## config.mk

```make
export PLATFORM = sky130hd
export DESIGN_NAME = spms_top
export DESIGN_NICKNAME = d
export VERILOG_FILES = /design/src/spms_pkg.sv /design/src/spms_edge_if.sv /design/src/spms_top.sv /design/src/spms_edge_det.sv /design/src/spms_rate_div.sv
export VERILOG_INCLUDE_DIRS = /design/src
export SDC_FILE = /design/constraint.sdc
export NUM_CORES = 1
export LEC_CHECK = 0
export ABC_CLOCK_PERIOD_IN_PS = 3400
export BUFFER_PORTS_ARGS = -buffer_cell sky130_fd_sc_hd__buf_2
export CAP_MARGIN = 10
export CORE_MARGIN = 2
export CORE_UTILIZATION = 35
export CTS_BUF_LIST = sky130_fd_sc_hd__clkbuf_16
export DETAILED_ROUTE_END_ITERATION = 10
export GPL_ROUTABILITY_DRIVEN = 0
export PLACE_DENSITY = 0.58
export SLEW_MARGIN = 5
export SYNTH_ARGS = -nofsm -noshare
export SYNTH_HDL_FRONTEND = slang
export SYNTH_HIERARCHICAL = 1
export SYNTH_SLANG_ARGS = --single-unit
```

## constraint.sdc

```tcl
create_clock -name clk_i -period 3.4 [get_ports clk_i]
set_clock_uncertainty 0.05 [all_clocks]
set_input_delay 0.17 -clock clk_i [delete_from_list [all_inputs] [get_ports clk_i]]
set_output_delay 0.17 -clock clk_i [all_outputs]
set_load 0.02 [all_outputs]
```

## src/spms_defs.svh

```systemverilog
// Offsets, field positions, reset values and counts of the serial port.
// Assumes inclusion by bare name from the package and the top module.
`ifndef SPMS_DEFS_SVH
`define SPMS_DEFS_SVH
// ****************************************
// Register offsets
// ****************************************
`define SPMS_OFF_CTRL    3'h0
`define SPMS_OFF_STAT    3'h1
`define SPMS_OFF_DATA    3'h2
`define SPMS_OFF_PDIR    3'h3
// ****************************************
// Field positions
// ****************************************
`define SPMS_CTRL_IRQEN  7
`define SPMS_CTRL_EN     6
`define SPMS_CTRL_LSBF   5
`define SPMS_CTRL_MASTER_SELECT   4
`define SPMS_CTRL_CLOCK_IDLE_LEVEL   3
`define SPMS_CTRL_CLOCK_EDGE_PHASE   2
`define SPMS_CTRL_RATE_H 1
`define SPMS_CTRL_RATE_L 0
`define SPMS_STAT_TCF    7
`define SPMS_STAT_WRITE_COLLISION_FLAG   6
`define SPMS_STAT_DBL    0
`define SPMS_PDIR_MOSI   0
`define SPMS_PDIR_MISO   1
`define SPMS_PDIR_SCK    2
`define SPMS_PDIR_SS     3
`define SPMS_PDIR_SSLVL  4
// ****************************************
// Reset values
// ****************************************
`define SPMS_RST_CTRL    8'h00
`define SPMS_RST_DATA    8'h00
`define SPMS_RST_PDIR    5'h00
`define SPMS_RST_SSLVL   1'b1
// ****************************************
// Counts: half SCK period minus one in clk_i cycles, then last edge count and last bit count
// ****************************************
`define SPMS_HALF_D4     6'h01
`define SPMS_HALF_D16    6'h07
`define SPMS_HALF_D64    6'h1f
`define SPMS_HALF_D128   6'h3f
`define SPMS_HALF_D2     6'h00
`define SPMS_HALF_D8     6'h03
`define SPMS_HALF_D32    6'h0f
`define SPMS_EDGES_LAST  4'hf
`define SPMS_BITS_LAST   3'h7
`endif

```

## src/spms_pkg.sv

```systemverilog
// Types and rate decode of the serial port.
// Assumes spms_defs.svh is on the include path.
package spms_pkg;
`include "spms_defs.svh"

  typedef enum logic [1:0]
  {
    SPMS_IDLE  = 2'b00,
    SPMS_SHIFT = 2'b01,
    SPMS_DONE  = 2'b11
  } spms_state_t;

  typedef logic [5:0] spms_half_t;

  // Select is {double rate, rate high, rate low}
  function automatic spms_half_t spms_half_limit(input logic [2:0] sel);
    case (sel)
      3'h0:    return `SPMS_HALF_D4;
      3'h1:    return `SPMS_HALF_D16;
      3'h2:    return `SPMS_HALF_D64;
      3'h3:    return `SPMS_HALF_D128;
      3'h4:    return `SPMS_HALF_D2;
      3'h5:    return `SPMS_HALF_D8;
      3'h6:    return `SPMS_HALF_D32;
      default: return `SPMS_HALF_D64;
    endcase
  endfunction : spms_half_limit
endpackage : spms_pkg

```

## src/spms_edge_if.sv

```systemverilog
// Carrier between the SCK edge detector and the port core.
// Assumes both ends run on the same clk_i.
`timescale 1ns/10ps
interface spms_edge_if;
  logic sck;
  logic clock_idle_level;
  logic lead;
  logic trail;
  modport det (input sck, input clock_idle_level, output lead, output trail);
  modport usr (output sck, output clock_idle_level, input lead, input trail);
endinterface : spms_edge_if

```

## src/spms_top.sv

```systemverilog
// Byte-wide serial port, master or slave, behind a simple register port.
// Assumes pin inputs synchronous to clk_i and an external pad resolver.
//
// Summary of operation
// - Slave with select high is passive and drops partial bits at once.
// - Slave select is an input; low activates, MISO drives if enabled.
// - Master with select as output: select pin is plain output.
// - Master with select input low drops to slave, MOSI and SCK released.
// - That drop also sets the completion flag, raising the interrupt.
// - Interrupt enable bit 7 gates the completion flag to the request.
// - Port enable bit 6 must be one for any transfer.
// - Bit order bit 5: one sends LSB first, zero MSB first.
// - Master select bit 4: one master, zero slave.
// - Polarity bit 3 sets SCK idle level and edge directions.
// - Phase bit 2: zero samples leading edge, one samples trailing.
// - Rate bits divide clock by 4,16,64,128 or 2,8,32,64 doubled.
// - Completion flag bit 7 sets per byte; clears by ack or read then access.
// - Collision flag bit 6 sets on data write mid-transfer; clears only by read then access.
// - Status bits 5 to 1 read as zero.
// - Double rate bit 0 doubles master SCK, shortest period two clocks.
// - Data write starts a transfer in master mode; data read returns receive buffer.
// - Shift and sample on opposite edges; modes 0 to 3 are polarity,phase.
// - Master write runs SCK for eight bits, stops, sets completion flag.
// - Transmit single buffered; receive buffer held until next byte.
// - When enabled, mode gates pin directions; each output also needs its pdir bit set.
//
// Implementation choices: the plain strobed port and the register addresses.
`timescale 1ns/10ps
`include "spms_defs.svh"
module spms_top
  import spms_pkg::*;
#(
  parameter int DATA_W = 8,
  parameter int DIV_W  = 6
)
(
  input  wire logic              clk_i,
  input  wire logic              arst_n_i,
  input  wire logic [2:0]        reg_addr_i,
  input  wire logic [DATA_W-1:0] reg_wdata_i,
  input  wire logic              reg_we_i,
  input  wire logic              reg_re_i,
  output logic      [DATA_W-1:0] reg_rdata_o,
  input  wire logic              global_irq_en_i,
  input  wire logic              irq_ack_i,
  output logic                   irq_o,
  input  wire logic              sck_i,
  output logic                   sck_o,
  output logic                   sck_oe_n_o,
  input  wire logic              mosi_i,
  output logic                   mosi_o,
  output logic                   mosi_oe_n_o,
  input  wire logic              miso_i,
  output logic                   miso_o,
  output logic                   miso_oe_n_o,
  input  wire logic              ss_n_i,
  output logic                   ss_n_o,
  output logic                   ss_oe_n_o
);
  // ****************************************
  // Declarations
  // ****************************************
  logic              irq_en;
  logic              port_en;
  logic              lsb_first;
  logic              master_select;
  logic              clock_idle_level;
  logic              clock_edge_phase;
  logic [1:0]        rate;
  logic              double_rate;
  logic [4:0]        pdir;
  logic              tcf;
  logic              write_collision_flag;
  logic              arm_tcf;
  logic              arm_write_collision_flag;
  spms_state_t       state;
  logic [DATA_W-1:0] sh;
  logic [DATA_W-1:0] next_sh;
  logic [DATA_W-1:0] rx_buf;
  logic              out_bit;
  logic              sck_q;
  logic [3:0]        edge_cnt;
  logic [2:0]        bit_cnt;
  logic              slv_busy;
  logic              wr_ctrl;
  logic              wr_stat;
  logic              wr_data;
  logic              wr_pdir;
  logic              rd_stat;
  logic              rd_data;
  logic              data_acc;
  logic              en_m;
  logic              en_s;
  logic              mode_fault;
  logic              slave_act;
  logic              master_run;
  logic              m_tick;
  logic              is_lead;
  logic              is_trail;
  logic              sample;
  logic              setup;
  logic              rx_in;
  logic              busy;
  logic              start;
  logic              master_end;
  logic              slave_end;
  logic              xfer_end;
  spms_edge_if       eif ();

  if (DATA_W != 8)
  begin : g_bad_width
    $error("spms_top: DATA_W must be 8");
  end

  // ****************************************
  // Decode and shared terms
  // ****************************************
  assign wr_ctrl  = reg_we_i && (reg_addr_i == `SPMS_OFF_CTRL);
  assign wr_stat  = reg_we_i && (reg_addr_i == `SPMS_OFF_STAT);
  assign wr_data  = reg_we_i && (reg_addr_i == `SPMS_OFF_DATA);
  assign wr_pdir  = reg_we_i && (reg_addr_i == `SPMS_OFF_PDIR);
  assign rd_stat  = reg_re_i && (reg_addr_i == `SPMS_OFF_STAT);
  assign rd_data  = reg_re_i && (reg_addr_i == `SPMS_OFF_DATA);
  assign data_acc = wr_data || rd_data;

  assign en_m       = port_en && master_select;
  assign en_s       = port_en && !master_select;
  assign mode_fault = en_m && !pdir[`SPMS_PDIR_SS] && !ss_n_i;
  assign slave_act  = en_s && !ss_n_i;
  assign master_run = en_m && (state == SPMS_SHIFT);

  assign eif.sck  = sck_i;
  assign eif.clock_idle_level = clock_idle_level;

  spms_edge_det u_edge
  (
    .clk_i    (clk_i),
    .arst_n_i (arst_n_i),
    .eif      (eif)
  );

  spms_rate_div #(.CNT_W (DIV_W)) u_div
  (
    .clk_i    (clk_i),
    .arst_n_i (arst_n_i),
    .run_i    (master_run),
    .limit_i  (DIV_W'(spms_half_limit({double_rate, rate}))),
    .tick_o   (m_tick)
  );

  // Even edge counts are leading edges of the master clock
  assign is_lead  = master_run ? (m_tick && !edge_cnt[0])
                               : (slave_act && eif.lead);
  assign is_trail = master_run ? (m_tick && edge_cnt[0])
                               : (slave_act && eif.trail);
  assign sample   = clock_edge_phase ? is_trail : is_lead;
  assign setup    = clock_edge_phase ? is_lead : is_trail;
  assign rx_in    = master_select ? miso_i : mosi_i;
  assign next_sh  = lsb_first ? {rx_in, sh[DATA_W-1:1]}
                              : {sh[DATA_W-2:0], rx_in};

  assign busy       = (state == SPMS_SHIFT) || slv_busy;
  assign start      = wr_data && en_m && !busy;
  assign master_end = master_run && m_tick
                      && (edge_cnt == `SPMS_EDGES_LAST);
  assign slave_end  = slave_act && sample
                      && (bit_cnt == `SPMS_BITS_LAST);
  assign xfer_end   = master_end || slave_end;

  // ****************************************
  // Control, status extras and pin directions
  // ****************************************
  always_ff @(posedge clk_i or negedge arst_n_i)
  begin
    if (!arst_n_i)
    begin
      {irq_en, port_en, lsb_first, master_select,
       clock_idle_level, clock_edge_phase, rate} <= `SPMS_RST_CTRL;
    end
    else if (wr_ctrl)
    begin
      irq_en        <= reg_wdata_i[`SPMS_CTRL_IRQEN];
      port_en       <= reg_wdata_i[`SPMS_CTRL_EN];
      lsb_first     <= reg_wdata_i[`SPMS_CTRL_LSBF];
      // Hardware drop to slave wins over a same-cycle write
      master_select <= reg_wdata_i[`SPMS_CTRL_MASTER_SELECT] && !mode_fault;
      clock_idle_level          <= reg_wdata_i[`SPMS_CTRL_CLOCK_IDLE_LEVEL];
      clock_edge_phase          <= reg_wdata_i[`SPMS_CTRL_CLOCK_EDGE_PHASE];
      rate          <= reg_wdata_i[`SPMS_CTRL_RATE_H:`SPMS_CTRL_RATE_L];
    end
    else if (mode_fault)
    begin
      master_select <= 1'b0;
    end
  end

  always_ff @(posedge clk_i or negedge arst_n_i)
  begin
    if (!arst_n_i)
      double_rate <= 1'b0;
    else if (wr_stat)
      double_rate <= reg_wdata_i[`SPMS_STAT_DBL];
  end

  always_ff @(posedge clk_i or negedge arst_n_i)
  begin
    if (!arst_n_i)
    begin
      pdir   <= `SPMS_RST_PDIR;
      ss_n_o <= `SPMS_RST_SSLVL;
    end
    else if (wr_pdir)
    begin
      pdir   <= reg_wdata_i[4:0];
      ss_n_o <= reg_wdata_i[`SPMS_PDIR_SSLVL];
    end
  end

  // ****************************************
  // Flags: a set wins over a clear
  // ****************************************
  always_ff @(posedge clk_i or negedge arst_n_i)
  begin
    if (!arst_n_i)
    begin
      tcf      <= 1'b0;
      write_collision_flag     <= 1'b0;
      arm_tcf  <= 1'b0;
      arm_write_collision_flag <= 1'b0;
    end
    else
    begin
      tcf  <= xfer_end || mode_fault
              || (tcf && !irq_ack_i
                  && !(data_acc && (arm_tcf || arm_write_collision_flag)));
      write_collision_flag <= (wr_data && busy)
              || (write_collision_flag && !(data_acc && arm_write_collision_flag));
      if (rd_stat)
      begin
        arm_tcf  <= tcf;
        arm_write_collision_flag <= write_collision_flag;
      end
      else if (data_acc)
      begin
        arm_tcf  <= 1'b0;
        arm_write_collision_flag <= 1'b0;
      end
    end
  end

  // ****************************************
  // Master sequencer
  // ****************************************
  always_ff @(posedge clk_i or negedge arst_n_i)
  begin
    if (!arst_n_i)
      state <= SPMS_IDLE;
    else if (!en_m || mode_fault)
      state <= SPMS_IDLE;
    else
    begin
      case (state)
        SPMS_IDLE:  state <= start ? SPMS_SHIFT : SPMS_IDLE;
        SPMS_SHIFT: state <= master_end ? SPMS_DONE : SPMS_SHIFT;
        SPMS_DONE:  state <= start ? SPMS_SHIFT : SPMS_IDLE;
        default:    state <= SPMS_IDLE;
      endcase
    end
  end

  always_ff @(posedge clk_i or negedge arst_n_i)
  begin
    if (!arst_n_i)
      edge_cnt <= 4'h0;
    else if (state != SPMS_SHIFT)
      edge_cnt <= 4'h0;
    else if (m_tick)
      edge_cnt <= edge_cnt + 4'h1;
  end

  always_ff @(posedge clk_i or negedge arst_n_i)
  begin
    if (!arst_n_i)
      sck_q <= 1'b0;
    else if (state != SPMS_SHIFT)
      sck_q <= clock_idle_level;
    else if (m_tick)
      sck_q <= !sck_q;
  end

  // ****************************************
  // Shift path, shared by master and slave
  // ****************************************
  always_ff @(posedge clk_i or negedge arst_n_i)
  begin
    if (!arst_n_i)
    begin
      sh      <= `SPMS_RST_DATA;
      out_bit <= 1'b0;
    end
    else if (wr_data && !busy)
    begin
      sh      <= reg_wdata_i;
      out_bit <= lsb_first ? reg_wdata_i[0] : reg_wdata_i[DATA_W-1];
    end
    else if (sample)
      sh <= next_sh;
    else if (setup)
      out_bit <= lsb_first ? sh[0] : sh[DATA_W-1];
  end

  always_ff @(posedge clk_i or negedge arst_n_i)
  begin
    if (!arst_n_i)
      bit_cnt <= 3'h0;
    else if (start || mode_fault || !(master_run || slave_act))
      bit_cnt <= 3'h0;
    else if (sample)
      bit_cnt <= bit_cnt + 3'h1;
  end

  always_ff @(posedge clk_i or negedge arst_n_i)
  begin
    if (!arst_n_i)
      slv_busy <= 1'b0;
    else if (!slave_act || slave_end)
      slv_busy <= 1'b0;
    else if (eif.lead)
      slv_busy <= 1'b1;
  end

  always_ff @(posedge clk_i or negedge arst_n_i)
  begin
    if (!arst_n_i)
      rx_buf <= `SPMS_RST_DATA;
    else if (sample && (bit_cnt == `SPMS_BITS_LAST))
      rx_buf <= next_sh;
  end

  // ****************************************
  // Read port, data one cycle after the strobe
  // ****************************************
  always_ff @(posedge clk_i or negedge arst_n_i)
  begin
    if (!arst_n_i)
      reg_rdata_o <= '0;
    else if (!reg_re_i)
      reg_rdata_o <= '0;
    else
    begin
      case (reg_addr_i)
        `SPMS_OFF_CTRL: reg_rdata_o <= {irq_en, port_en, lsb_first,
                                        master_select, clock_idle_level, clock_edge_phase, rate};
        `SPMS_OFF_STAT: reg_rdata_o <= {tcf, write_collision_flag, 5'h00,
                                        double_rate};
        `SPMS_OFF_DATA: reg_rdata_o <= rx_buf;
        `SPMS_OFF_PDIR: reg_rdata_o <= {3'h0, ss_n_o, pdir[3:0]};
        default:        reg_rdata_o <= '0;
      endcase
    end
  end

  // ****************************************
  // Pins and interrupt
  // ****************************************
  assign sck_o       = sck_q;
  assign mosi_o      = out_bit;
  assign miso_o      = out_bit;
  assign sck_oe_n_o  = !(en_m && pdir[`SPMS_PDIR_SCK]);
  assign mosi_oe_n_o = !(en_m && pdir[`SPMS_PDIR_MOSI]);
  assign miso_oe_n_o = !(slave_act && pdir[`SPMS_PDIR_MISO]);
  assign ss_oe_n_o   = !(pdir[`SPMS_PDIR_SS] && !en_s);
  assign irq_o       = tcf && irq_en && global_irq_en_i;

  // ****************************************
  // Checks
  // ****************************************
  chk_slave_idle_reset: assert property (
    @(posedge clk_i) disable iff (!arst_n_i)
    (en_s && ss_n_i) |=> (bit_cnt == 3'h0) && !slv_busy)
    else $error("slave logic not reset while deselected");

  chk_miso_select: assert property (
    @(posedge clk_i) disable iff (!arst_n_i)
    !miso_oe_n_o |-> !ss_n_i && !master_select)
    else $error("MISO driven while slave not selected");

  chk_ss_output_plain: assert property (
    @(posedge clk_i) disable iff (!arst_n_i)
    (en_m && pdir[`SPMS_PDIR_SS] && !ss_n_i && !wr_ctrl)
    |=> master_select)
    else $error("select output pin disturbed master mode");

  chk_mode_fault: assert property (
    @(posedge clk_i) disable iff (!arst_n_i)
    mode_fault |=> !master_select && sck_oe_n_o && mosi_oe_n_o
                   && (state == SPMS_IDLE))
    else $error("mode fault did not release master");

  chk_fault_flag: assert property (
    @(posedge clk_i) disable iff (!arst_n_i)
    (mode_fault && irq_en && global_irq_en_i && !wr_ctrl) |=> tcf && irq_o)
    else $error("mode fault did not raise completion flag");

  chk_irq_gate: assert property (
    @(posedge clk_i) disable iff (!arst_n_i)
    irq_o |-> tcf && irq_en && $past(xfer_end || mode_fault || tcf))
    else $error("interrupt without a completion flag");

  chk_disabled_idle: assert property (
    @(posedge clk_i) disable iff (!arst_n_i)
    (!port_en && !wr_ctrl) |=> (state == SPMS_IDLE) && (bit_cnt == 3'h0))
    else $error("transfer while port disabled");

  chk_sck_idle: assert property (
    @(posedge clk_i) disable iff (!arst_n_i)
    ($past(state) != SPMS_SHIFT && state != SPMS_SHIFT && $stable(clock_idle_level))
    |-> sck_o == clock_idle_level)
    else $error("SCK not at idle level");

  chk_fast_rate: assert property (
    @(posedge clk_i) disable iff (!arst_n_i)
    (state == SPMS_SHIFT && $past(state) == SPMS_SHIFT && double_rate
     && rate == 2'h0 && $stable(rate)) |-> sck_o != $past(sck_o))
    else $error("fastest rate not two clocks per period");

  chk_byte_done: assert property (
    @(posedge clk_i) disable iff (!arst_n_i)
    (master_end && !mode_fault)
    |=> tcf && (state == SPMS_DONE) && (sck_o == $past(clock_idle_level)))
    else $error("master byte end not flagged");

  chk_collision: assert property (
    @(posedge clk_i) disable iff (!arst_n_i)
    (wr_data && state == SPMS_SHIFT && !master_end && en_m && !mode_fault)
    |=> write_collision_flag && (state == SPMS_SHIFT))
    else $error("write during transfer not flagged");

  chk_flag_clear: assert property (
    @(posedge clk_i) disable iff (!arst_n_i)
    (data_acc && arm_tcf && !xfer_end && !mode_fault) |=> !tcf)
    else $error("completion flag not cleared");

  chk_reserved_zero: assert property (
    @(posedge clk_i) disable iff (!arst_n_i)
    $past(rd_stat) |-> reg_rdata_o[5:1] == 5'h00)
    else $error("reserved status bits not zero");

  chk_data_read: assert property (
    @(posedge clk_i) disable iff (!arst_n_i)
    rd_data |=> reg_rdata_o == $past(rx_buf))
    else $error("data read not from receive buffer");
endmodule : spms_top

```

## src/spms_edge_det.sv

```systemverilog
// Leading and trailing edge detector for an incoming SCK.
// Assumes SCK is synchronous to clk_i.
`timescale 1ns/10ps
module spms_edge_det
(
  input wire         clk_i,
  input wire         arst_n_i,
  spms_edge_if.det   eif
);
  logic sck_q;

  always_ff @(posedge clk_i or negedge arst_n_i)
  begin
    if (!arst_n_i)
      sck_q <= 1'b0;
    else
      sck_q <= eif.sck;
  end

  // Leading edge leaves the idle level, trailing edge returns to it
  assign eif.lead  = (eif.sck != sck_q) && (eif.sck != eif.clock_idle_level);
  assign eif.trail = (eif.sck != sck_q) && (eif.sck == eif.clock_idle_level);
endmodule : spms_edge_det

```

## src/spms_rate_div.sv

```systemverilog
// Divider that pulses once per half SCK period while running.
// Assumes limit_i is stable during a transfer.
`timescale 1ns/10ps
module spms_rate_div
#(
  parameter int CNT_W = 6
)
(
  input  wire logic             clk_i,
  input  wire logic             arst_n_i,
  input  wire logic             run_i,
  input  wire logic [CNT_W-1:0] limit_i,
  output logic                  tick_o
);
  logic [CNT_W-1:0] cnt;

  if (CNT_W < 6)
  begin : g_bad_width
    $error("spms_rate_div: CNT_W must be at least 6");
  end

  always_ff @(posedge clk_i or negedge arst_n_i)
  begin
    if (!arst_n_i)
      cnt <= '0;
    else if (!run_i || (cnt == limit_i))
      cnt <= '0;
    else
      cnt <= cnt + 1'b1;
  end

  assign tick_o = run_i && (cnt == limit_i);
endmodule : spms_rate_div

```

== Word-level counts from Yosys, hierarchy flattened ==
Index checks and enable logic that the tools add are counted.

* $add $sub $neg: 3
* Equal/unequal tests: 18
* Multiplexer cells: 34
* Reduce and logical (&&, ||, !) cells: 84

{| class="wikitable"
|+ Operator list
! kind !! count
|-
| logical AND 1 bit || 40
|-
| case mux 6 bit (6 select lines) || 1
|-
| two-way mux 8 bit || 4
|-
| case mux 8 bit (4 select lines) || 1
|-
| two-way mux 1 bit || 20
|-
| logical NOT 1 bit || 19
|-
| nonzero test 2 bit || 7
|-
| logical OR 1 bit || 13
|-
| == test 3 bit (second input constant) || 4
|-
| == test 3 x 2 -> 1 bit (second input constant) || 3
|-
| two-way mux 4 bit || 2
|-
| adder 6 x 1 -> 6 bit (second input constant) || 1
|-
| == test 3 x 1 -> 1 bit (second input constant) || 2
|-
| == test 6 bit || 1
|-
| logical NOT 3 bit || 2
|-
| two-way mux 3 bit || 2
|-
| two-way mux 6 bit || 1
|-
| adder 4 x 1 -> 4 bit (second input constant) || 1
|-
| == test 4 bit (second input constant) || 1
|-
| two-way mux 2 bit || 2
|-
| != test 2 x 1 -> 1 bit (second input constant) || 2
|-
| case mux 2 bit (2 select lines) || 1
|-
| adder 3 x 1 -> 3 bit (second input constant) || 1
|-
| == test 2 x 1 -> 1 bit (second input constant) || 1
|-
| other kinds (6) || 7
|}

* Bits in registers: 61
* Input port bits: 21

== Depth between registers and ports, before layout ==
Gate-level depths: netlist of run 1.

* Depth after elaboration: 12
* Depth in mapped cells: 12
* Gate-level depth less buffers: 9

== By module ==
The synthesis of run 1 kept the hierarchy.

{| class="wikitable"
|+ By module, submodules not included
! module !! instances !! cells an instance !! area an instance (um^2)
|-
| spms_top || 1 || 279 || 2935.3
|-
| spms_rate_div || 1 || 33 || 361.6
|-
| spms_edge_det || 1 || 5 || 58.8
|}

== Least setup slack after synthesis of run 1 ==
Ideal clock, no wire load.

* Path kind: reg2reg
* Start point: register rate[1]
* End point: register rx_buf[0]
* Setup time: 0.125 ns
* Data arrival time: 2.727 ns
* Data required time: 3.225 ns
* Slack: 0.498 ns
* Stages on the path, launching flop included: 12
* Buffers on the path: 2
* Clock period less this slack: 2.902 ns
* Cells stage by stage: dfrtp_1 or2_2 or2_2 xor2_1 nor4_4 and3_1 buf_6 and4_4 buf_6 a211o_4 nand3_4 mux2_4

* Cells in the longest elaborated chain, start to end: 8
* Elaborated cells between the ends (all ways): 15
* Those cells by class: eq/ne (6); mux (4); reduce/logical (5)

{| class="wikitable"
|+ Ends and longest elaborated chain
! what !! RTL line !! text
|-
| start, declared || spms_top.sv:69 || <nowiki>logic [1:0] rate;</nowiki>
|-
| start signal, assigned || spms_top.sv:178 || <nowiki>clock_idle_level, clock_edge_phase, rate} <= `SPMS_RST_CTRL;</nowiki>
|-
| start signal, assigned || spms_top.sv:189 || <nowiki>rate <= reg_wdata_i[`SPMS_CTRL_RATE_H:`SPMS_CTRL_RATE_L];</nowiki>
|-
| == test 3 bit, or another cell as far along || spms_pkg.sv:17 || <nowiki>case (sel)</nowiki>
|-
| case mux 6 bit (6 select lines) * || spms_pkg.sv:17 ||
|-
| == test 6 bit * || spms_rate_div.sv:32 || <nowiki>assign tick_o = run_i && (cnt == limit_i);</nowiki>
|-
| logical AND 1 bit * || spms_rate_div.sv:32 ||
|-
| net m_tick || spms_top.sv:97 || <nowiki>logic m_tick;</nowiki>
|-
| logical AND 1 bit (on tied branches) || spms_top.sv:152, spms_top.sv:154 ||
|-
| two-way mux 1 bit (on tied branches) || spms_top.sv:152, spms_top.sv:154 ||
|-
| two-way mux 1 bit * || spms_top.sv:156 || <nowiki>assign sample = clock_edge_phase ? is_trail : is_lead;</nowiki>
|-
| logical AND 1 bit * || spms_top.sv:336 || <nowiki>else if (sample && (bit_cnt == `SPMS_BITS_LAST))</nowiki>
|-
| end signal, assigned || spms_top.sv:335 || <nowiki>rx_buf <= `SPMS_RST_DATA;</nowiki>
|-
| end signal, assigned || spms_top.sv:337 || <nowiki>rx_buf <= next_sh;</nowiki>
|-
| end, declared || spms_top.sv:79 || <nowiki>logic [DATA_W-1:0] rx_buf;</nowiki>
|}

The timed path passes the listed nets; every way through them passes the cells marked *.
A chain may end at the register's enable or synchronous reset.

== Worst setup path after layout of run 1 ==
* Start point: register rate[1]
* End point: register sh[1]

* Cells in the longest elaborated chain, start to end: 8
* Elaborated cells between the ends (all ways): 15
* Those cells by class: eq/ne (6); mux (4); reduce/logical (5)

{| class="wikitable"
|+ Ends and longest elaborated chain
! what !! RTL line !! text
|-
| == test 3 bit, or another cell as far along || spms_pkg.sv:17 ||
|-
| case mux 6 bit (6 select lines) * || spms_pkg.sv:17 ||
|-
| == test 6 bit * || spms_rate_div.sv:32 ||
|-
| logical AND 1 bit * || spms_rate_div.sv:32 ||
|-
| net m_tick || spms_top.sv:97 ||
|-
| logical AND 1 bit (on tied branches) || spms_top.sv:152, spms_top.sv:154 ||
|-
| two-way mux 1 bit (on tied branches) || spms_top.sv:152, spms_top.sv:154 ||
|-
| two-way mux 1 bit * || spms_top.sv:156 ||
|-
| nonzero test 2 bit (no line) * || - ||
|-
| end signal, assigned || spms_top.sv:298 || <nowiki>sh <= `SPMS_RST_DATA;</nowiki>
|-
| end signal, assigned || spms_top.sv:303 || <nowiki>sh <= reg_wdata_i;</nowiki>
|-
| end signal, assigned || spms_top.sv:307 || <nowiki>sh <= next_sh;</nowiki>
|-
| end, declared || spms_top.sv:77 || <nowiki>logic [DATA_W-1:0] sh;</nowiki>
|}

Marks and branches as above.

==> flow_summary.json, run 1 <==
{
  "outcome": "completed",
  "synth_enable_flop_cells": 0,
  "viasPerCell": 5.10,
  "tightest_slew_ns": 0.932,
  "relSlewSlack_pct": 37.8,
  "port_buffers": 37,
  "max_cap_violations": 0,
  "grt_start_max_net_pins": 41,
  "num_rows": 35,
  "htree_levels": 3,
  "cp-end-kind": "flip-flop",
  "clockBufferDepth": 2,
  "ys_types": 56,
  "wl_mm": 7.92,
  "cp_slowest_cell": "a211oi_2",
  "hp-class": "in2reg",
  "ys_seq_elements": 61,
  "synth-async-reset-ratio_pct": 100,
  "syn2layout_area_growth_pct": 16.8,
  "initial_core_util_pct": 36.1,
  "dr_total_vias": 2478,
  "hold_viol_final": 0,
  "yosysSeqAreaShare_pct": 45.5,
  "peakVddDrop_mv": 0.210,
  "avgSynthCellArea_sq_um": 10.6,
  "cp.required_ns": 3.58,
  "dpl.hpwl_mm": 5.69,
  "synth_area_leader_cell": "dfrtp_1",
  "crit_top_cell": "or2_2",
  "cp_cell_sequence": "or2_2 -> or2_2 -> xor2_1 -> nor4_4 -> and3_1 -> and4_4 -> a211oi_2 -> nor3_1 -> o31ai_1",
  "arrival_ns": 3.16,
  "pre_cts_ws_ns": 0.416,
  "grt_pass1_wl_mm": 12.9,
  "grt_overflow": 0,
  "syn_area_sq_um": 3360,
  "drv_slew": 0,
  "layout_min_cycle_time_ns": 2.98,
  "p_per_area_nw_per_um2": 609,
  "layout.nets": 379,
  "finalNonFillerCells": 486,
  "path_buf_inv": 0,
  "setup_viol": 0,
  "cts_tree": "yes",
  "drtIter0Drc": 95,
  "antenna_found_initial": 0,
  "grt_pass1_vias": 2479,
  "path_class": "reg2reg",
  "post-route-period-util_pct": 87.6,
  "yosys_warnings": 6,
  "rsz0062_at_grt": "false",
  "core_sq_um": 9280,
  "worst_hold_slack_ns": 0.0218,
  "dieArea_sq_um": 10400,
  "cpLargestDelayFamily": "simple AND/OR/NAND/NOR gates",
  "path_max_fanout": 12,
  "first_pass_iters": 4,
  "worst_slack_ns": 0.423,
  "yosys-top-cells-area": "dfrtp_1, mux2_2, mux2i_1, mux2_4, nand2_1",
  "ctsResizeCount": 0,
  "syn_inst": 317,
  "drc": 0,
  "leakagePower_nw": 1.78,
  "cts_root_buffer": "clkbuf_16",
  "die_w_microns": 102,
  "detail_route.wl_per_cell_microns": 16.3,
  "synth_top_area_share_pct": 44.7,
  "cts_buffers": 9,
  "cts_sinks": 61,
  "pin_count": 38,
  "ys.flop_type": "dfrtp_1",
  "insertion_delay_ns": 0.33,
  "setup-tns-final_ns": 0,
  "slowest_delay_ns": 0.68,
  "dp.cells": 468,
  "die_h_microns": 102,
  "drive_gt1_share_pct": 26.9,
  "antennaDiodeCount": 0,
  "fmax_ghz": 0.336,
  "startpoint_type": "flip-flop",
  "synthesis.nets": 344,
  "grt_util_all_layers_pct": 16.4,
  "path_clk_slew_ns": 0.05,
  "antenna_left": 0
}
## layout make-up
class / instances / area [sq um]
clock inverters: 7 / 58.8
fillers: 922 / 5370
clock buffers: 9 / 225
inverters: 12 / 45.0
repair buffers: 44 / 243
well taps: 129 / 161
flip-flops and latches: 61 / 1530
multi-input cells: 224 / 1660
## final timing paths
| path | startpoint | to | slack (ns) | cells past startpoint |
|---|---|---|---|---|
| max | rate[1]$_DFFE_PN0P_ | sh[1]$_DFFE_PN0P_ | 0.42 | 9 |
| min | reg_wdata_i[5] | sh[5]$_DFFE_PN0P_ | 0.02 | 3 |
| max reg2reg | rate[1]$_DFFE_PN0P_ | sh[1]$_DFFE_PN0P_ | 0.42 | 9 |
| min reg2reg | rx_buf[0]$_DFFE_PN0P_ | rx_buf[0]$_DFFE_PN0P_ | 0.46 | 1 |
| max in group asynchronous | arst_n_i | state[0]$_DFF_PN0_ | 1.96 | 3 |
| min in group asynchronous | arst_n_i | u_div/cnt[3]$_DFF_PN0_ | 0.47 | 2 |
## worst register-to-register path: cells and delay by family (launching register included)
kind            cells  cell delay (ns)
flops               1             0.43
xor+xnor            1             0.25
simple gates        6             1.24
compound gates      2             0.92
## flip-flops by register name, indices dropped and copies added, names as in the netlist, 3 cells and up
signal,flops
bit_cnt,3
edge_cnt,4
reg_rdata_o,8
u_div/cnt,6
sh,8
rx_buf,8
pdir,4
## synth_stat cells (2+ instances only)
| cell | n |
|---|---|
| dfrtp_1 | 60 |
| nand2_1 | 23 |
| nor2_1 | 22 |
| a21oi_1 | 16 |
| mux2_2 | 15 |
| mux2i_1 | 14 |
| o21ai_0 | 14 |
| inv_1 | 12 |
| nand3_1 | 9 |
| nor3_1 | 9 |
| xor2_1 | 9 |
| mux2_4 | 8 |
| buf_2 | 7 |
| nand2b_1 | 7 |
| a31oi_1 | 6 |
| ha_1 | 6 |
| o31ai_1 | 6 |
| buf_4 | 5 |
| clkbuf_1 | 5 |
| a211oi_1 | 4 |
| and2_1 | 4 |
| and3_1 | 4 |
| xnor2_1 | 4 |
| and4bb_2 | 3 |
| buf_6 | 3 |
| nand4_1 | 3 |
| nor2b_1 | 3 |
| or2_2 | 3 |
| a211o_4 | 2 |
| a211oi_2 | 2 |
| nand4b_1 | 2 |
| nor3b_1 | 2 |
| nor4_1 | 2 |
## where the power goes
group          leakage (nW)  internal (mW)  total, mW  switching (mW)
Combinational         0.843          0.236      0.535           0.299
Clock                 0.145          0.556      0.881           0.325
Sequential            0.793          0.839      0.972           0.134
Total                  1.78           1.63       2.39           0.758
## per-stage QoR
step | util, % | cell area [sq um] | power [mW]
after floorplan | - | 3360 | 1.36
after global placement | 38.9 | 3610 | 1.51
after detailed placement | 38.9 | 3610 | 1.52
after CTS | 42.2 | 3920 | 2.41
after global routing | 42.2 | 3920 | 2.51
final | 42.2 | 3920 | 2.39
## logic make-up after synthesis
logic type	Yosys count	synth area share [%]
AND/OR/NAND/NOR	103	17.1
AO/OA/AOI/OAI	64	13.2
flip-flops	61	45.5
multiplexers	38	13.5
buffers and inverters	32	5.07
XOR/XNOR	13	3.39
adder cells (fa/ha/maj)	6	2.24
## per-layer routing
metal / vias to the layer above / wire length [microns] / track usage, %
met1: 1210 / 3780 / 22.7
met5: - / 0 / 0
met4: 0 / 172 / 7.90
li1: 1206 / - / -
met2: 50 / 3620 / 24.7
met3: 12 / 352 / 3.28
## repair_timing
item	CTS	global route
hold buffers	2	0
hold endpoints to repair	39	0
buffers inserted	0	0
## cell usage in the layout, fill, tap and decap left out, types with 6 or more instances in the layout
master,instances
mux2_2,15
inv_1,14
clkbuf_16,9
mux2_4,8
xor2_1,9
nand2_1,23
o31ai_1,6
a31oi_1,6
dfrtp_1,60
nor2_1,22
nand2b_1,7
ha_1,6
o21ai_0,14
mux2i_1,14
nor3_1,9
a21oi_1,16
buf_2,37
nand3_1,9
(Power assumes the default switching activity.)
==> run 2, diff against run 1 <==
ABC_CLOCK_PERIOD_IN_PS = 2800   (was 3400)
clock period = 2.8 ns   (was 3.4 ns; I/O delays follow)
==> run 2 against run 1 <==
- total power increased by 27%
- cell count increased by 1.9%
- utilization increased by 1.3 points
- combinational power increased by 39%
- die area unchanged
- flip-flop and latch count unchanged
- largest cell class unchanged
- register-to-register slack got worse by 0.30 ns
- first-iteration DRC count decreased by 25%
- setup slack got worse by 0.30 ns
- fmax increased by 11%
==> flow_summary.json, run 2 (synthesis gave the netlist of run 1 again) <==
{
  "drive_gt1_share_pct": 29.0,
  "p_total_mw": 3.03,
  "hp-class": "in2reg",
  "insertion_delay_ns": 0.32,
  "worst_hold_slack_ns": 0.00113,
  "arrival_ns": 2.83,
  "r2r_slack_ns": 0.12,
  "tightest_slew_ns": 0.863,
  "drc": 0,
  "num_rows": 35,
  "path_clk_slew_ns": 0.05,
  "antenna_found_initial": 0,
  "fmax_ghz": 0.373,
  "p_clk_share_pct": 37.7,
  "relSlewSlack_pct": 42.5,
  "layout_min_cycle_time_ns": 2.68,
  "antennaDiodeCount": 0,
  "cts_root_buffer": "clkbuf_16",
  "initial_core_util_pct": 36.1,
  "post-route-period-util_pct": 95.7,
  "worstHoldPathCells": 3,
  "placed_area_sq_um": 3690,
  "cell_internal_pwr_mw": 2.11,
  "grt_start_max_net_pins": 37,
  "leakagePower_nw": 1.84,
  "clockBufferDepth": 2,
  "wl_mm": 8.13,
  "layout_common_cells": "dfrtp_1, buf_2, nand2_1",
  "postCtsSetupRepairBufs": 0,
  "die_w_microns": 102,
  "pin_count": 38,
  "grt_util_all_layers_pct": 17.3,
  "detail_route.wl_per_cell_microns": 16.4,
  "fillers": 898,
  "grt_pass1_wl_mm": 13.8,
  "drv_slew": 0,
  "dr_total_vias": 2502,
  "htree_levels": 3,
  "startpoint_type": "flip-flop",
  "grt_overflow": 0,
  "cts_buffers": 9,
  "p_comb_share_pct": 24.5,
  "layout_commonest_cell": "dfrtp_1",
  "first_pass_iters": 5,
  "viasPerCell": 5.05,
  "path_class": "reg2reg",
  "drtIter0Drc": 71,
  "finalInstanceArea_sq_um": 4040,
  "cts_tree": "yes",
  "power.switching_uw": 919,
  "core_sq_um": 9280,
  "p_seq_share_pct": 37.7,
  "dieArea_sq_um": 10400,
  "die_h_microns": 102,
  "path_max_fanout": 9,
  "antenna_left": 0,
  "max_cap_violations": 0,
  "dpl.hpwl_mm": 5.85,
  "outcome": "completed",
  "syn2layout_area_growth_pct": 20.5,
  "cp.required_ns": 2.95,
  "layout.nets": 388,
  "worstRegToRegCells": 9,
  "peakVddDrop_mv": 0.256,
  "port_buffers": 37,
  "setup_viol": 0,
  "grt_pass1_vias": 2697,
  "top_regs": "reg_rdata_o (8), rx_buf (8), sh (8)",
  "dp.cells": 476,
  "p_per_area_nw_per_um2": 748,
  "hold_viol_final": 0,
  "cp-end-kind": "flip-flop",
  "power.share.switching_pct": 30.4,
  "finalNonFillerCells": 495,
  "cts_sinks": 61,
  "rsz0062_at_grt": "false"
}
run 2: worst paths after layout:
path | from | end
min in group asynchronous | arst_n_i | u_div/cnt[0]$_DFF_PN0_
max in group asynchronous | arst_n_i | ss_n_o$_DFFE_PN1P_
min reg2reg | rx_buf[6]$_DFFE_PN0P_ | rx_buf[6]$_DFFE_PN0P_
max | rate[0]$_DFFE_PN0P_ | rx_buf[5]$_DFFE_PN0P_
min | reg_wdata_i[6] | sh[6]$_DFFE_PN0P_
max reg2reg | rate[0]$_DFFE_PN0P_ | rx_buf[5]$_DFFE_PN0P_
run 2: per-layer routing:
layer	routed length, microns	track usage (%)	up-vias	share of wire, %
met5	0	0	-	0
met1	3970	23.6	1241	49
met2	3780	27.6	45	46
met4	91	5.03	0	1.1
met3	286	4.31	8	3.5
li1	-	-	1208	-
run 2: timing repair:
action | 4_1_cts | 5_1_grt
hold buffers | 3 | 0
hold endpoints to repair | 36 | 0
setup endpoints to repair | 0 | 11
gates resized for setup | 0 | 3
run 2: layout make-up:
type | count | area (sq um) | share of cell area (%)
clock buffer | 9 | 225 | 5.57
inverter | 12 | 45.0 | 1.11
timing repair buffer | 53 | 313 | 7.74
sequential | 61 | 1530 | 37.8
clock inverter | 7 | 81.3 | 2.01
tap | 129 | 161 | 3.99
multi-input combinational | 224 | 1690 | 41.8
run 2: power groups by stage:
stage | Sequential (mW) | Combinational (mW) | Clock [mW]
after CTS | 1.14 | 0.741 | 1.16
after global placement | 1.15 | 0.727 | 0
after global routing | 1.16 | 0.823 | 1.20
after floorplan | 1.14 | 0.521 | 0
final | 1.14 | 0.743 | 1.14
after detailed placement | 1.15 | 0.735 | 0
run 2: critical path: stages, from the launching register on:
cell	delay, ns
dfrtp_1	0.37
or2_4	0.25
or2_4	0.26
xor2_2	0.19
nor4_4	0.19
and3_4	0.23
and4_4	0.30
a211o_4	0.17
nand3_4	0.18
mux2_4	0.35
run 2: through the flow:
stage	util, %	setup TNS, ns	worst slack (ns)
global route	43.6	0	0.0412
finish	43.6	0	0.122
detailed placement	39.7	0	0.0525
floorplan	-	-0.261	-0.0326
CTS	43.3	0	0.0640
global placement	39.7	0	0.155
==> run 3, diff against run 2 <==
RECOVER_POWER = 100   (was not set)
==> run 3 against run 2 <==
- the flow now finishes with violations (max-capacitance violations, max-slew violations)
- utilization shrank 0.59 points
- sequential share of layout area is 0.52 points higher
- total power shrank 0.51%
- fmax is essentially flat
- count of clock-buffer cells in the layout stayed put
- routed wire length about the same
- critical path type unchanged
- largest cell class unchanged
- largest power group unchanged
==> flow_summary.json, run 3 (synthesis gave the netlist of run 1 again) <==
{
  "wl_mm": 8.12,
  "finalInstanceArea_sq_um": 3990,
  "antenna_left": 0,
  "top_regs": "reg_rdata_o (8), rx_buf (8), sh (8)",
  "hp-class": "in2reg",
  "post-route-util_pct": 43.0,
  "die_h_microns": 102,
  "grt_util_all_layers_pct": 17.3,
  "cp.required_ns": 2.95,
  "port_buffers": 37,
  "relSlewSlack_pct": -38.5,
  "drive_gt1_share_pct": 22.1,
  "arrival_ns": 2.83,
  "htree_levels": 3,
  "drtIter0Drc": 88,
  "dr_total_vias": 2524,
  "peakVddDrop_mv": 0.257,
  "path_max_fanout": 9,
  "layout_commonest_cell": "dfrtp_1",
  "post-route-period-util_pct": 95.7,
  "layout_common_cells": "dfrtp_1, clkbuf_1, nand2_1",
  "detail_route.wl_per_cell_microns": 16.4,
  "max_cap_violations": 1,
  "grt_pass1_vias": 2697,
  "cts_root_buffer": "clkbuf_16",
  "worst_hold_slack_ns": 0.0000356,
  "postCtsSetupRepairBufs": 0,
  "drv_slew": 37,
  "core_sq_um": 9280,
  "grt_overflow": 0,
  "outcome": "finished, violations left",
  "fillers": 916,
  "clockBufferDepth": 2,
  "num_rows": 35,
  "path_clk_slew_ns": 0.05,
  "cts_buffers": 9,
  "syn2layout_area_growth_pct": 18.9,
  "startpoint_type": "flip-flop",
  "layout.nets": 388,
  "layout_min_cycle_time_ns": 2.68,
  "cp-end-kind": "flip-flop",
  "die_w_microns": 102,
  "path_class": "reg2reg",
  "antenna_found_initial": 0,
  "violations": "max-capacitance violations, max-slew violations",
  "placed_area_sq_um": 3690,
  "cts_sinks": 61,
  "dieArea_sq_um": 10400,
  "rsz0062_at_grt": "false",
  "dpl.hpwl_mm": 5.85,
  "leakagePower_nw": 1.76,
  "setup_viol": 0,
  "p_per_area_nw_per_um2": 755,
  "drc": 0,
  "tightest_slew_ns": 2.08,
  "pin_count": 38,
  "viasPerCell": 5.10,
  "cts_tree": "yes",
  "grt_pass1_wl_mm": 13.8,
  "fmax_ghz": 0.373,
  "insertion_delay_ns": 0.32,
  "first_pass_iters": 4,
  "antennaDiodeCount": 0,
  "hold_viol_final": 0,
  "grt_start_max_net_pins": 37,
  "initial_core_util_pct": 36.1
}
[run 3: per-stage QoR]
| stage | power [mW] | TNS (ns) | setup slack, ns | std cells |
|---|---|---|---|---|
| floorplan | 1.66 | -0.261 | -0.0326 | 317 |
| global placement | 1.88 | 0 | 0.155 | 476 |
| detailed placement | 1.89 | 0 | 0.0525 | 476 |
| CTS | 3.05 | 0 | 0.0640 | 495 |
| global route | 3.17 | 0 | 0.0283 | 495 |
| finish | 3.01 | 0 | 0.119 | 495 |
[run 3: report_power, final]
part	internal [mW]	switching [mW]	total [mW]
clock	0.765	0.375	1.14
combinational	0.305	0.421	0.726
sequential	1.02	0.125	1.14
total	2.09	0.921	3.01
[run 3: layer usage]
| layer | track usage, % | routed length (microns) |
|---|---|---|
| met1 | 23.6 | 3960 |
| met2 | 27.6 | 3770 |
| met3 | 4.31 | 306 |
| met4 | 5.03 | 91 |
| met5 | 0 | 0 |
[run 3: worst max-delay path, stage by stage (launching register included)]
cell,delay (ns)
dfrtp_1,0.37
or2_4,0.25
or2_4,0.26
xor2_2,0.19
nor4_4,0.18
and3_1,0.22
and4_4,0.30
a211o_2,0.18
nand3_4,0.19
mux2_4,0.35
[run 3: final timing paths]
check,to,from,cells after the start,slack (ns)
worst min register to register,rx_buf[6]$_DFFE_PN0P_,rx_buf[6]$_DFFE_PN0P_,1,0.47
min in group asynchronous,u_div/cnt[0]$_DFF_PN0_,arst_n_i,2,0.90
worst min-delay path,sh[6]$_DFFE_PN0P_,reg_wdata_i[6],3,0.00004
worst max-delay path,rx_buf[5]$_DFFE_PN0P_,rate[0]$_DFFE_PN0P_,9,0.12
worst max register to register,rx_buf[5]$_DFFE_PN0P_,rate[0]$_DFFE_PN0P_,9,0.12
max in group asynchronous,sh[7]$_DFFE_PN0P_,arst_n_i,3,0.51
[run 3: final cells by class]
class | count | area, sq um | area share [%]
clock inverter | 7 | 81.3 | 2.04
tap | 129 | 161 | 4.05
sequential | 61 | 1530 | 38.3
multi-input combinational | 224 | 1680 | 42.1
timing repair buffer | 53 | 270 | 6.78
inverter | 12 | 45.0 | 1.13
clock buffer | 9 | 225 | 5.65
[run 3: what timing repair did]
action,in CTS,in global routing
setup endpoints to repair,0,11
resized for setup,0,3
endpoints found under the hold margin,36,0
hold buffers,3,0
